[config.mk]
export PLATFORM = sky130hd
export DESIGN_NAME = rcp_host
export DESIGN_NICKNAME = d
export VERILOG_FILES = /design/src/hw/rcp_host.v
export VERILOG_INCLUDE_DIRS = /design/src /design/src/hw
export SDC_FILE = /design/constraint.sdc
export NUM_CORES = 1
export LEC_CHECK = 0
export BUFFER_PORTS_ARGS = -buffer_cell sky130_fd_sc_hd__buf_2
export CAP_MARGIN = 20
export CELL_PAD_IN_SITES_DETAIL_PLACEMENT = 0
export CELL_PAD_IN_SITES_GLOBAL_PLACEMENT = 1
export CORE_ASPECT_RATIO = 1.75
export CORE_MARGIN = 3
export CORE_UTILIZATION = 50
export DETAILED_ROUTE_END_ITERATION = 16
export GPL_TIMING_DRIVEN = 0
export PLACE_DENSITY_LB_ADDON = 0.1
export REMOVE_ABC_BUFFERS = 1
export SYNTH_ARGS = -nofsm -noshare
export SYNTH_HDL_FRONTEND = slang
export SYNTH_SLANG_ARGS = --single-unit
[constraint.sdc]
create_clock -name clk -period 13.7 [get_ports clk]
set_input_delay 0 -clock clk [delete_from_list [all_inputs] [get_ports clk]]
set_output_delay 0 -clock clk [all_outputs]
set_load 0.005 [all_outputs]
[src/hw/rcp_defines.vh]
`ifndef RCP_DEFINES_VH
`define RCP_DEFINES_VH

// Register offsets of the controller's own port
`define RCP_REG_CTRL 8'h00
`define RCP_REG_CFG_FREQ 8'h04
`define RCP_REG_CFG_CODES 8'h08
`define RCP_REG_STATUS 8'h0C
`define RCP_REG_RPL_FREQ 8'h10
`define RCP_REG_RPL_CODES 8'h14

// Control bits
`define RCP_CTRL_READ 0
`define RCP_CTRL_WRITE 1

// Status bits
`define RCP_ST_BUSY 0
`define RCP_ST_DONE 1
`define RCP_ST_TIMEOUT 2
`define RCP_ST_READY 3
`define RCP_ST_BAD_REPLY 4
`define RCP_ST_REFUSED 5

// Code register nibbles
`define RCP_F_RATE 3:0
`define RCP_F_POWER 7:4
`define RCP_F_BAUD 11:8
`define RCP_F_PARITY 15:12

// Factory defaults and frequency limits, frequency as six BCD digits of kHz
`define RCP_RST_FREQ 24'h434000
`define RCP_RST_CODES 16'h0393
`define RCP_FREQ_MIN 24'h418000
`define RCP_FREQ_MAX 24'h455000

// Characters
`define RCP_CH_SP 8'h20
`define RCP_CH_CR 8'h0D
`define RCP_CH_LF 8'h0A

// Timing
`define RCP_CLK_HZ 100000000
`define RCP_SETUP_BAUD 9600
`define RCP_POWERUP_MS 50
`define RCP_ENTRY_MS 1
`define RCP_REPLY_MS 200
`define RCP_APPLY_MS 10
`define RCP_RECONF_MS 100
`define RCP_CYC_PER_MS (`RCP_CLK_HZ / 1000)

`endif

[src/hw/rcp_host.v]
// Operation
// - Drive select pin low, wait at least 1 ms, then send.
// - Setting traffic uses 9600 baud, eight bits, no parity.
// - One command per low period of the select pin.
// - Commands are ASCII; only read and write exist.
// - Write is W R then five space separated fields, ending CR LF.
// - Frequency is decimal kHz, valid 418000 to 455000.
// - Radio rate digit 1 to 4.
// - Power digit 0 to 9.
// - Host rate digit 0 to 6.
// - Parity digit 0 none, 1 even, 2 odd.
// - At most one party transmits on the half-duplex link.
`timescale 1ns/10ps
`include "rcp_defines.vh"

module rcp_host #(
    parameter POWERUP_CYC = `RCP_POWERUP_MS * `RCP_CYC_PER_MS,
    parameter ENTRY_CYC = `RCP_ENTRY_MS * `RCP_CYC_PER_MS,
    parameter REPLY_CYC = `RCP_REPLY_MS * `RCP_CYC_PER_MS,
    parameter APPLY_CYC = `RCP_APPLY_MS * `RCP_CYC_PER_MS,
    parameter RECONF_CYC = `RCP_RECONF_MS * `RCP_CYC_PER_MS,
    parameter BAUD_CYC = (`RCP_CLK_HZ + `RCP_SETUP_BAUD / 2) / `RCP_SETUP_BAUD
) (
    input wire clk,
    input wire rstn,
    input wire [7:0] addr,
    input wire [31:0] wdata,
    input wire wr,
    input wire rd,
    output reg [31:0] rdata,
    output reg uart_tx,
    input wire uart_rx,
    output reg cfg_sel_n
);

localparam ST_IDLE = 3'd0;
localparam ST_ENTRY = 3'd1;
localparam ST_SEND = 3'd2;
localparam ST_WAIT = 3'd3;
localparam ST_APPLY = 3'd4;

////////////////////////////////////////////////////////////////////////
// Reset release
reg rst_s1;
reg rst_n;
always @(posedge clk or negedge rstn) begin
    if (!rstn) begin
        rst_s1 <= 1'b0;
        rst_n <= 1'b0;
    end else begin
        rst_s1 <= 1'b1;
        rst_n <= rst_s1;
    end
end

////////////////////////////////////////////////////////////////////////
// Command bytes
function [7:0] cmd_byte;
    input [4:0] i;
    input is_wr;
    input [23:0] f;
    input [15:0] c;
    begin
        if (!is_wr) begin
            case (i)
                5'd0: cmd_byte = 8'h52;
                5'd1: cmd_byte = 8'h44;
                5'd2: cmd_byte = `RCP_CH_CR;
                default: cmd_byte = `RCP_CH_LF;
            endcase
        end else begin
            case (i)
                5'd0: cmd_byte = 8'h57;
                5'd1: cmd_byte = 8'h52;
                5'd3: cmd_byte = {4'h3, f[23:20]};
                5'd4: cmd_byte = {4'h3, f[19:16]};
                5'd5: cmd_byte = {4'h3, f[15:12]};
                5'd6: cmd_byte = {4'h3, f[11:8]};
                5'd7: cmd_byte = {4'h3, f[7:4]};
                5'd8: cmd_byte = {4'h3, f[3:0]};
                5'd10: cmd_byte = {4'h3, c[`RCP_F_RATE]};
                5'd12: cmd_byte = {4'h3, c[`RCP_F_POWER]};
                5'd14: cmd_byte = {4'h3, c[`RCP_F_BAUD]};
                5'd16: cmd_byte = {4'h3, c[`RCP_F_PARITY]};
                5'd17: cmd_byte = `RCP_CH_CR;
                5'd18: cmd_byte = `RCP_CH_LF;
                default: cmd_byte = `RCP_CH_SP;
            endcase
        end
    end
endfunction

////////////////////////////////////////////////////////////////////////
// Registers and control
reg [2:0] state;
reg [31:0] timer;
reg [31:0] pwr_cnt;
reg [31:0] guard_cnt;
reg [23:0] cfg_freq;
reg [15:0] cfg_codes;
reg [23:0] rpl_freq;
reg [15:0] rpl_codes;
reg is_wr;
reg [4:0] tx_idx;
reg done;
reg timeout;
reg bad_reply;
reg refused;
reg tx_load;
reg [7:0] tx_byte;
wire tx_busy;
wire ready = (pwr_cnt == 32'd0);
wire guard_ok = (guard_cnt == 32'd0);
wire [4:0] last_idx = is_wr ? 5'd18 : 5'd3;
wire start_rd = wr && (addr == `RCP_REG_CTRL) && wdata[`RCP_CTRL_READ];
wire start_wr = wr && (addr == `RCP_REG_CTRL) && wdata[`RCP_CTRL_WRITE] && !wdata[`RCP_CTRL_READ];
wire start_any = start_rd || start_wr;

// Host side refuses fields the module would reject, since it would stay silent
wire fields_ok = (cfg_freq >= `RCP_FREQ_MIN) && (cfg_freq <= `RCP_FREQ_MAX)
    && (cfg_freq[3:0] <= 4'h9) && (cfg_freq[7:4] <= 4'h9) && (cfg_freq[11:8] <= 4'h9)
    && (cfg_freq[15:12] <= 4'h9) && (cfg_freq[19:16] <= 4'h9)
    && (cfg_codes[`RCP_F_RATE] >= 4'h1) && (cfg_codes[`RCP_F_RATE] <= 4'h4)
    && (cfg_codes[`RCP_F_POWER] <= 4'h9)
    && (cfg_codes[`RCP_F_BAUD] <= 4'h6)
    && (cfg_codes[`RCP_F_PARITY] <= 4'h2);
wire can_start = (state == ST_IDLE) && ready && guard_ok && (start_rd || fields_ok);

// Reply parser state
reg rx_vld;
reg [7:0] rx_data;
reg [4:0] p_idx;
reg p_pre_ok;
reg p_chr_ok;
reg [3:0] p_dcnt;
reg [39:0] p_dig;
reg p_end;

always @(posedge clk or negedge rst_n) begin
    if (!rst_n) begin
        state <= ST_IDLE;
        timer <= 32'd0;
        pwr_cnt <= POWERUP_CYC;
        guard_cnt <= 32'd0;
        cfg_freq <= `RCP_RST_FREQ;
        cfg_codes <= `RCP_RST_CODES;
        rpl_freq <= `RCP_RST_FREQ;
        rpl_codes <= `RCP_RST_CODES;
        is_wr <= 1'b0;
        tx_idx <= 5'd0;
        done <= 1'b0;
        timeout <= 1'b0;
        bad_reply <= 1'b0;
        refused <= 1'b0;
        tx_load <= 1'b0;
        tx_byte <= 8'h00;
        cfg_sel_n <= 1'b1;
    end else begin
        tx_load <= 1'b0;
        if (pwr_cnt != 32'd0)
            pwr_cnt <= pwr_cnt - 32'd1;
        if (guard_cnt != 32'd0)
            guard_cnt <= guard_cnt - 32'd1;
        if (timer != 32'd0)
            timer <= timer - 32'd1;
        if (wr && (addr == `RCP_REG_CFG_FREQ) && (state == ST_IDLE))
            cfg_freq <= wdata[23:0];
        if (wr && (addr == `RCP_REG_CFG_CODES) && (state == ST_IDLE))
            cfg_codes <= wdata[15:0];
        if (start_any && !can_start)
            refused <= 1'b1;
        case (state)
            ST_IDLE: begin
                if (start_any && can_start) begin
                    is_wr <= start_wr;
                    done <= 1'b0;
                    timeout <= 1'b0;
                    bad_reply <= 1'b0;
                    refused <= 1'b0;
                    cfg_sel_n <= 1'b0;
                    timer <= ENTRY_CYC;
                    tx_idx <= 5'd0;
                    state <= ST_ENTRY;
                end
            end
            ST_ENTRY: begin
                if (timer == 32'd0)
                    state <= ST_SEND;
            end
            ST_SEND: begin
                // Only this end talks while the module listens
                if (!tx_busy && !tx_load) begin
                    if (tx_idx > last_idx) begin
                        timer <= REPLY_CYC;
                        state <= ST_WAIT;
                    end else begin
                        tx_byte <= cmd_byte(tx_idx, is_wr, cfg_freq, cfg_codes);
                        tx_load <= 1'b1;
                        tx_idx <= tx_idx + 5'd1;
                    end
                end
            end
            ST_WAIT: begin
                if (p_end) begin
                    if (p_pre_ok && p_chr_ok && (p_dcnt == 4'd10)) begin
                        rpl_freq <= p_dig[39:16];
                        rpl_codes <= {p_dig[3:0], p_dig[7:4], p_dig[11:8], p_dig[15:12]};
                    end else begin
                        bad_reply <= 1'b1;
                    end
                    cfg_sel_n <= 1'b1;
                    timer <= APPLY_CYC;
                    guard_cnt <= RECONF_CYC;
                    state <= ST_APPLY;
                end else if (timer == 32'd0) begin
                    // Silence means the module rejected the command
                    timeout <= 1'b1;
                    cfg_sel_n <= 1'b1;
                    timer <= APPLY_CYC;
                    guard_cnt <= RECONF_CYC;
                    state <= ST_APPLY;
                end
            end
            ST_APPLY: begin
                if (timer == 32'd0) begin
                    done <= 1'b1;
                    state <= ST_IDLE;
                end
            end
            default: begin
                cfg_sel_n <= 1'b1;
                state <= ST_IDLE;
            end
        endcase
    end
end

////////////////////////////////////////////////////////////////////////
// Serial transmitter, 8N1 at the setting rate
reg [8:0] tx_sh;
reg [3:0] tx_bits;
reg [15:0] tx_cnt;
assign tx_busy = (tx_bits != 4'd0);

always @(posedge clk or negedge rst_n) begin
    if (!rst_n) begin
        tx_sh <= 9'h1FF;
        tx_bits <= 4'd0;
        tx_cnt <= 16'd0;
        uart_tx <= 1'b1;
    end else if (tx_load) begin
        tx_sh <= {1'b1, tx_byte};
        tx_bits <= 4'd10;
        tx_cnt <= BAUD_CYC[15:0] - 16'd1;
        uart_tx <= 1'b0;
    end else if (tx_busy) begin
        if (tx_cnt != 16'd0) begin
            tx_cnt <= tx_cnt - 16'd1;
        end else begin
            tx_cnt <= BAUD_CYC[15:0] - 16'd1;
            tx_bits <= tx_bits - 4'd1;
            if (tx_bits != 4'd1) begin
                uart_tx <= tx_sh[0];
                tx_sh <= {1'b1, tx_sh[8:1]};
            end
        end
    end
end

////////////////////////////////////////////////////////////////////////
// Serial receiver, samples mid-bit
reg rx_act;
reg [3:0] rx_bits;
reg [15:0] rx_cnt;
reg [7:0] rx_sh;

always @(posedge clk or negedge rst_n) begin
    if (!rst_n) begin
        rx_act <= 1'b0;
        rx_bits <= 4'd0;
        rx_cnt <= 16'd0;
        rx_sh <= 8'h00;
        rx_vld <= 1'b0;
        rx_data <= 8'h00;
    end else begin
        rx_vld <= 1'b0;
        if (!rx_act) begin
            if (!uart_rx) begin
                rx_act <= 1'b1;
                rx_bits <= 4'd9;
                rx_cnt <= BAUD_CYC[16:1];
            end
        end else if (rx_cnt != 16'd0) begin
            rx_cnt <= rx_cnt - 16'd1;
        end else begin
            rx_cnt <= BAUD_CYC[15:0] - 16'd1;
            rx_bits <= rx_bits - 4'd1;
            if (rx_bits == 4'd9) begin
                if (uart_rx)
                    rx_act <= 1'b0;
            end else if (rx_bits != 4'd0) begin
                rx_sh <= {uart_rx, rx_sh[7:1]};
            end else begin
                rx_act <= 1'b0;
                rx_vld <= uart_rx;
                rx_data <= rx_sh;
            end
        end
    end
end

////////////////////////////////////////////////////////////////////////
// Reply parser: prefix, then ten digits, CR ignored, LF ends
function [7:0] pre_char;
    input [4:0] i;
    begin
        case (i)
            5'd0: pre_char = 8'h50;
            5'd1: pre_char = 8'h41;
            5'd2: pre_char = 8'h52;
            5'd3: pre_char = 8'h41;
            default: pre_char = `RCP_CH_SP;
        endcase
    end
endfunction

wire rx_digit = (rx_data >= 8'h30) && (rx_data <= 8'h39);

always @(posedge clk or negedge rst_n) begin
    if (!rst_n) begin
        p_idx <= 5'd0;
        p_pre_ok <= 1'b1;
        p_chr_ok <= 1'b1;
        p_dcnt <= 4'd0;
        p_dig <= 40'h0;
        p_end <= 1'b0;
    end else if (state != ST_WAIT || p_end) begin
        p_idx <= 5'd0;
        p_pre_ok <= 1'b1;
        p_chr_ok <= 1'b1;
        p_dcnt <= 4'd0;
        p_end <= 1'b0;
    end else if (rx_vld) begin
        if (p_idx != 5'd31)
            p_idx <= p_idx + 5'd1;
        if (p_idx < 5'd5) begin
            if (rx_data != pre_char(p_idx))
                p_pre_ok <= 1'b0;
        end else if (rx_digit) begin
            p_dig <= {p_dig[35:0], rx_data[3:0]};
            if (p_dcnt != 4'hF)
                p_dcnt <= p_dcnt + 4'd1;
        end else if (rx_data == `RCP_CH_LF) begin
            p_end <= 1'b1;
        end else if (rx_data != `RCP_CH_SP && rx_data != `RCP_CH_CR) begin
            p_chr_ok <= 1'b0;
        end
    end
end

////////////////////////////////////////////////////////////////////////
// Register reads
always @(posedge clk or negedge rst_n) begin
    if (!rst_n) begin
        rdata <= 32'h0;
    end else if (rd) begin
        case (addr)
            `RCP_REG_CFG_FREQ: rdata <= {8'h00, cfg_freq};
            `RCP_REG_CFG_CODES: rdata <= {16'h0000, cfg_codes};
            `RCP_REG_STATUS: rdata <= {26'h0, refused, bad_reply, ready, timeout, done, (state != ST_IDLE)};
            `RCP_REG_RPL_FREQ: rdata <= {8'h00, rpl_freq};
            `RCP_REG_RPL_CODES: rdata <= {16'h0000, rpl_codes};
            default: rdata <= 32'h0;
        endcase
    end else begin
        rdata <= 32'h0;
    end
end

endmodule // rcp_host

==> flow_metrics.env <==
export IMPL_run_status="completed"
export IMPL_antenna_violations_before_repair=4
export IMPL_post_synth_instance_area_mm2=0.0170
export IMPL_detailroute_via_count=12300
export IMPL_synth_ff_latch_count=343
export IMPL_tightestPinTransition_ps=999
export IMPL_critical_path_required_ps=14060
export IMPL_post_route_cells_drive_above_1_share=0.215
export IMPL_dr_pass1_iters=5
export IMPL_placed_cell_area_mm2=0.0179
export IMPL_slew_violations=0
export IMPL_floorplan_core_area_mm2=0.0333
export IMPL_netlist_top_cell_by_area="sky130_fd_sc_hd__dfrtp_1"
export IMPL_h_tree_lvls=2
export IMPL_yosys_top_cells_area="sky130_fd_sc_hd__dfrtp_1 (45%), sky130_fd_sc_hd__mux2_2 (9.9%), sky130_fd_sc_hd__dfstp_2 (6.2%), sky130_fd_sc_hd__xnor2_1 (3.1%), sky130_fd_sc_hd__nor2_1 (3.1%)"
export IMPL_synthesis_instances=1572
export IMPL_slew_limit_headroom=0.329
export IMPL_cts_made_buffers=35
export IMPL_ir_worst_vdd_v=0.000101
export IMPL_post_drt_via_cell_ratio=5.75
export IMPL_die_area_mm2=0.0362
export IMPL_clk_latency_ps=530
export IMPL_floorplan_initialDensity=0.510
export IMPL_endpoints_failing_setup=0
export IMPL_place_port_buffers=62
export IMPL_reg2reg_setup_slack_ps=10310
export IMPL_worstReg2RegStart="guard_cnt[8]"
export IMPL_max_cap_check_violation_count=0
export IMPL_period_minus_slack_ps=3390
export IMPL_powerDensity_mw_per_mm2=110
export IMPL_finish_net_count=1731
export IMPL_chipHeight_um=250
export IMPL_post_drt_wl_per_cell_um=18.7
export IMPL_skew_ps=22.4
export IMPL_gp_routability_congestion=0.907
export IMPL_fmax_mhz=295
export IMPL_async_flop_share=1.00
export IMPL_final_setup_tns_ps=0
export IMPL_final_period_utilization=0.248
export IMPL_fp_dieW_um=145
export IMPL_place_detailed_hpwl_um=28400
export IMPL_grt_max_degree=72
export IMPL_drt_total_wl_um=39900
export IMPL_ff_to_ff_path_depth=6
export IMPL_r2r_end="timer[12]"
export IMPL_cts_setup_buffers=0
export IMPL_detailedRoute_firstIterationViolations=534
export IMPL_power_leakage_nw=8.23
export IMPL_placement_rows=88
export IMPL_cts_buffer_depth=3
export IMPL_hold_depth=4
export IMPL_crit_type="reg -> reg"
export IMPL_critical_path_endpoint_type="flip-flop"
export IMPL_root_buffer="sky130_fd_sc_hd__clkbuf_16"
export IMPL_worstPathArrival_ps=3750
export IMPL_vias_in_the_first_global_route=12900
export IMPL_ys_flop_type="sky130_fd_sc_hd__dfrtp_1"
export IMPL_yosys_warnings=0
export IMPL_synthToLayoutAreaGrowth_pct=14.2
export IMPL_critPathMaxFanout=19
export IMPL_hold_violations=0
export IMPL_ctsResizeCount=0
export IMPL_min_delay_start="addr[1]"
export IMPL_holdCritPathClass="in -> reg"
export IMPL_globalRouteOverflowTotal=0
export IMPL_post_route_drc_count=0
export IMPL_synth_edf_count=0
export IMPL_post_layout_cell_count=2137
export IMPL_placed_instances=2038
export IMPL_rsz0062_at_grt="false"
export IMPL_synth_cell_types=84
export IMPL_finish_instance_area_mm2=0.0194
export IMPL_ioPinCount=79
export IMPL_fillcell_total=2973
export IMPL_grt_pass1_wl_um=67200
export IMPL_netlist_area_leader_share=0.447
export IMPL_hold_path_end="rdata[0]"
export IMPL_report_power_total_w=0.00213
export IMPL_syn_area_per_cell_um2=10.8
export IMPL_clkSinkCount=343
export IMPL_grt_util_overall=0.224
export IMPL_cts_clk_slew_worst_paths_ps=60
export IMPL_cts_tree="done"
export IMPL_setup_worst_path_start_class="flip-flop"
export IMPL_synth_seq_area_share=0.509
export IMPL_ant_nets=0
## cells in the mapped netlist (38+ instances only)
library cell,count
sky130_fd_sc_hd__dfstp_2,40
sky130_fd_sc_hd__nor3_1,56
sky130_fd_sc_hd__mux2_2,149
sky130_fd_sc_hd__nor2_1,138
sky130_fd_sc_hd__o21ai_0,68
sky130_fd_sc_hd__nor4_1,46
sky130_fd_sc_hd__a21oi_1,76
sky130_fd_sc_hd__nand3_1,38
sky130_fd_sc_hd__clkbuf_1,46
sky130_fd_sc_hd__xnor2_1,60
sky130_fd_sc_hd__dfrtp_1,303
sky130_fd_sc_hd__nand2_1,97
## per-layer routing
| layer | vias up | wire [um] | track usage |
|---|---|---|---|
| met4 | 0 | 1330 | 0.0820 |
| met1 | 6161 | 16500 | 0.271 |
| met2 | 191 | 20800 | 0.406 |
| met3 | 78 | 1240 | 0.0323 |
| met5 | - | 0 | 0 |
| li1 | 5854 | - | - |
## cell families (layout without fill, tap and decap cells)
| family | Yosys count | in the layout | share of synthesized area |
|---|---|---|---|
| other | 2 | 12 | 0.000443 |
| AND/OR/NAND/NOR | 534 | 534 | 0.169 |
| multiplexers | 170 | 170 | 0.111 |
| AO/OA/AOI/OAI | 294 | 294 | 0.114 |
| flip-flops | 343 | 343 | 0.509 |
| buffers and inverters | 108 | 213 | 0.0275 |
| adder cells (fa/ha/maj) | 27 | 27 | 0.0199 |
| XOR/XNOR | 94 | 94 | 0.0486 |
## flip-flops by register name, indices dropped and copies added, names as in the netlist, 16 cells and up, named ones only
| signal | flops |
|---|---|
| rx_cnt | 16 |
| pwr_cnt | 32 |
| guard_cnt | 32 |
| tx_cnt | 16 |
| rpl_codes | 16 |
| timer | 32 |
| rdata | 24 |
| cfg_codes | 16 |
| p_dig | 40 |
| rpl_freq | 24 |
| cfg_freq | 24 |
## what timing repair did
item	4_1_cts	5_1_grt
hold buffers	32	0
hold endpoints to repair	61	0
setup endpoints to repair	0	0
## how the worst max path moves through the flow
| stage | startpoint | end | slack, ps | depth (start not counted) |
|---|---|---|---|---|
| 6_report | guard_cnt[8] | timer[12] | 10310 | 6 |
| 5_1_grt | guard_cnt[8] | timer[31] | 10050 | 6 |
| 4_1_cts | guard_cnt[8] | bad_reply | 9980 | 6 |
| 3_5_place_dp | guard_cnt[8] | bad_reply | 10000 | 6 |
| 3_3_place_gp | rst_n | tx_cnt[5] | -410 | 0 |
| 2_1_floorplan | rst_n | asynchronous set/reset pin | 3500 | 0 |
## worst max-delay path, stage by stage, from the launching register on
cell and delay (ps):
sky130_fd_sc_hd__dfrtp_1 420, sky130_fd_sc_hd__nor4_1 520, sky130_fd_sc_hd__nand2_1 570, sky130_fd_sc_hd__nor4_4 760, sky130_fd_sc_hd__a21oi_2 210, sky130_fd_sc_hd__nor3b_4 580
sky130_fd_sc_hd__a21oi_1 170
## through the flow
step	utilization	hold slack [ps]	setup slack [ps]
CTS	0.581	13.9	9980
global route	0.582	59.8	10050
floorplan	-	-296	3500
finish	0.582	45.2	10310
global placement	0.527	-213	-406
detailed placement	0.538	-212	10000
## cells in the final DEF (no fill, tap or decap), types with 29 or more instances in the layout
cell / n
sky130_fd_sc_hd__inv_1: 35
sky130_fd_sc_hd__mux2_2: 149
sky130_fd_sc_hd__nand3_1: 38
sky130_fd_sc_hd__clkbuf_16: 35
sky130_fd_sc_hd__a21oi_1: 76
sky130_fd_sc_hd__nor3_1: 53
sky130_fd_sc_hd__xor2_1: 34
sky130_fd_sc_hd__xnor2_1: 60
sky130_fd_sc_hd__buf_2: 62
sky130_fd_sc_hd__nor2_1: 138
sky130_fd_sc_hd__dlygate4sd3_1: 32
sky130_fd_sc_hd__o21ai_0: 68
sky130_fd_sc_hd__nor4_1: 46
sky130_fd_sc_hd__nand2_1: 97
sky130_fd_sc_hd__a22oi_1: 29
sky130_fd_sc_hd__dfstp_2: 40
sky130_fd_sc_hd__dfrtp_1: 302
## layout make-up
cell class	count	area [um2]	area share
sequential	343	8640	0.446
multi-input combinational	1128	7920	0.409
clock buffer	54	1010	0.0520
timing repair buffer	115	981	0.0507
tap	450	563	0.0291
inverter	36	135	0.00698
clock inverter	8	119	0.00614
antenna	3	7.51	0.000388
## power by group
group / internal, W / switching (W) / total, W
Sequential: 0.00104 / 0.0000320 / 0.00107
Combinational: 0.0000457 / 0.0000596 / 0.000105
Clock: 0.000563 / 0.000389 / 0.000953
Total: 0.00165 / 0.000481 / 0.00213
Note: power is estimated with default switching activity, not from simulation.
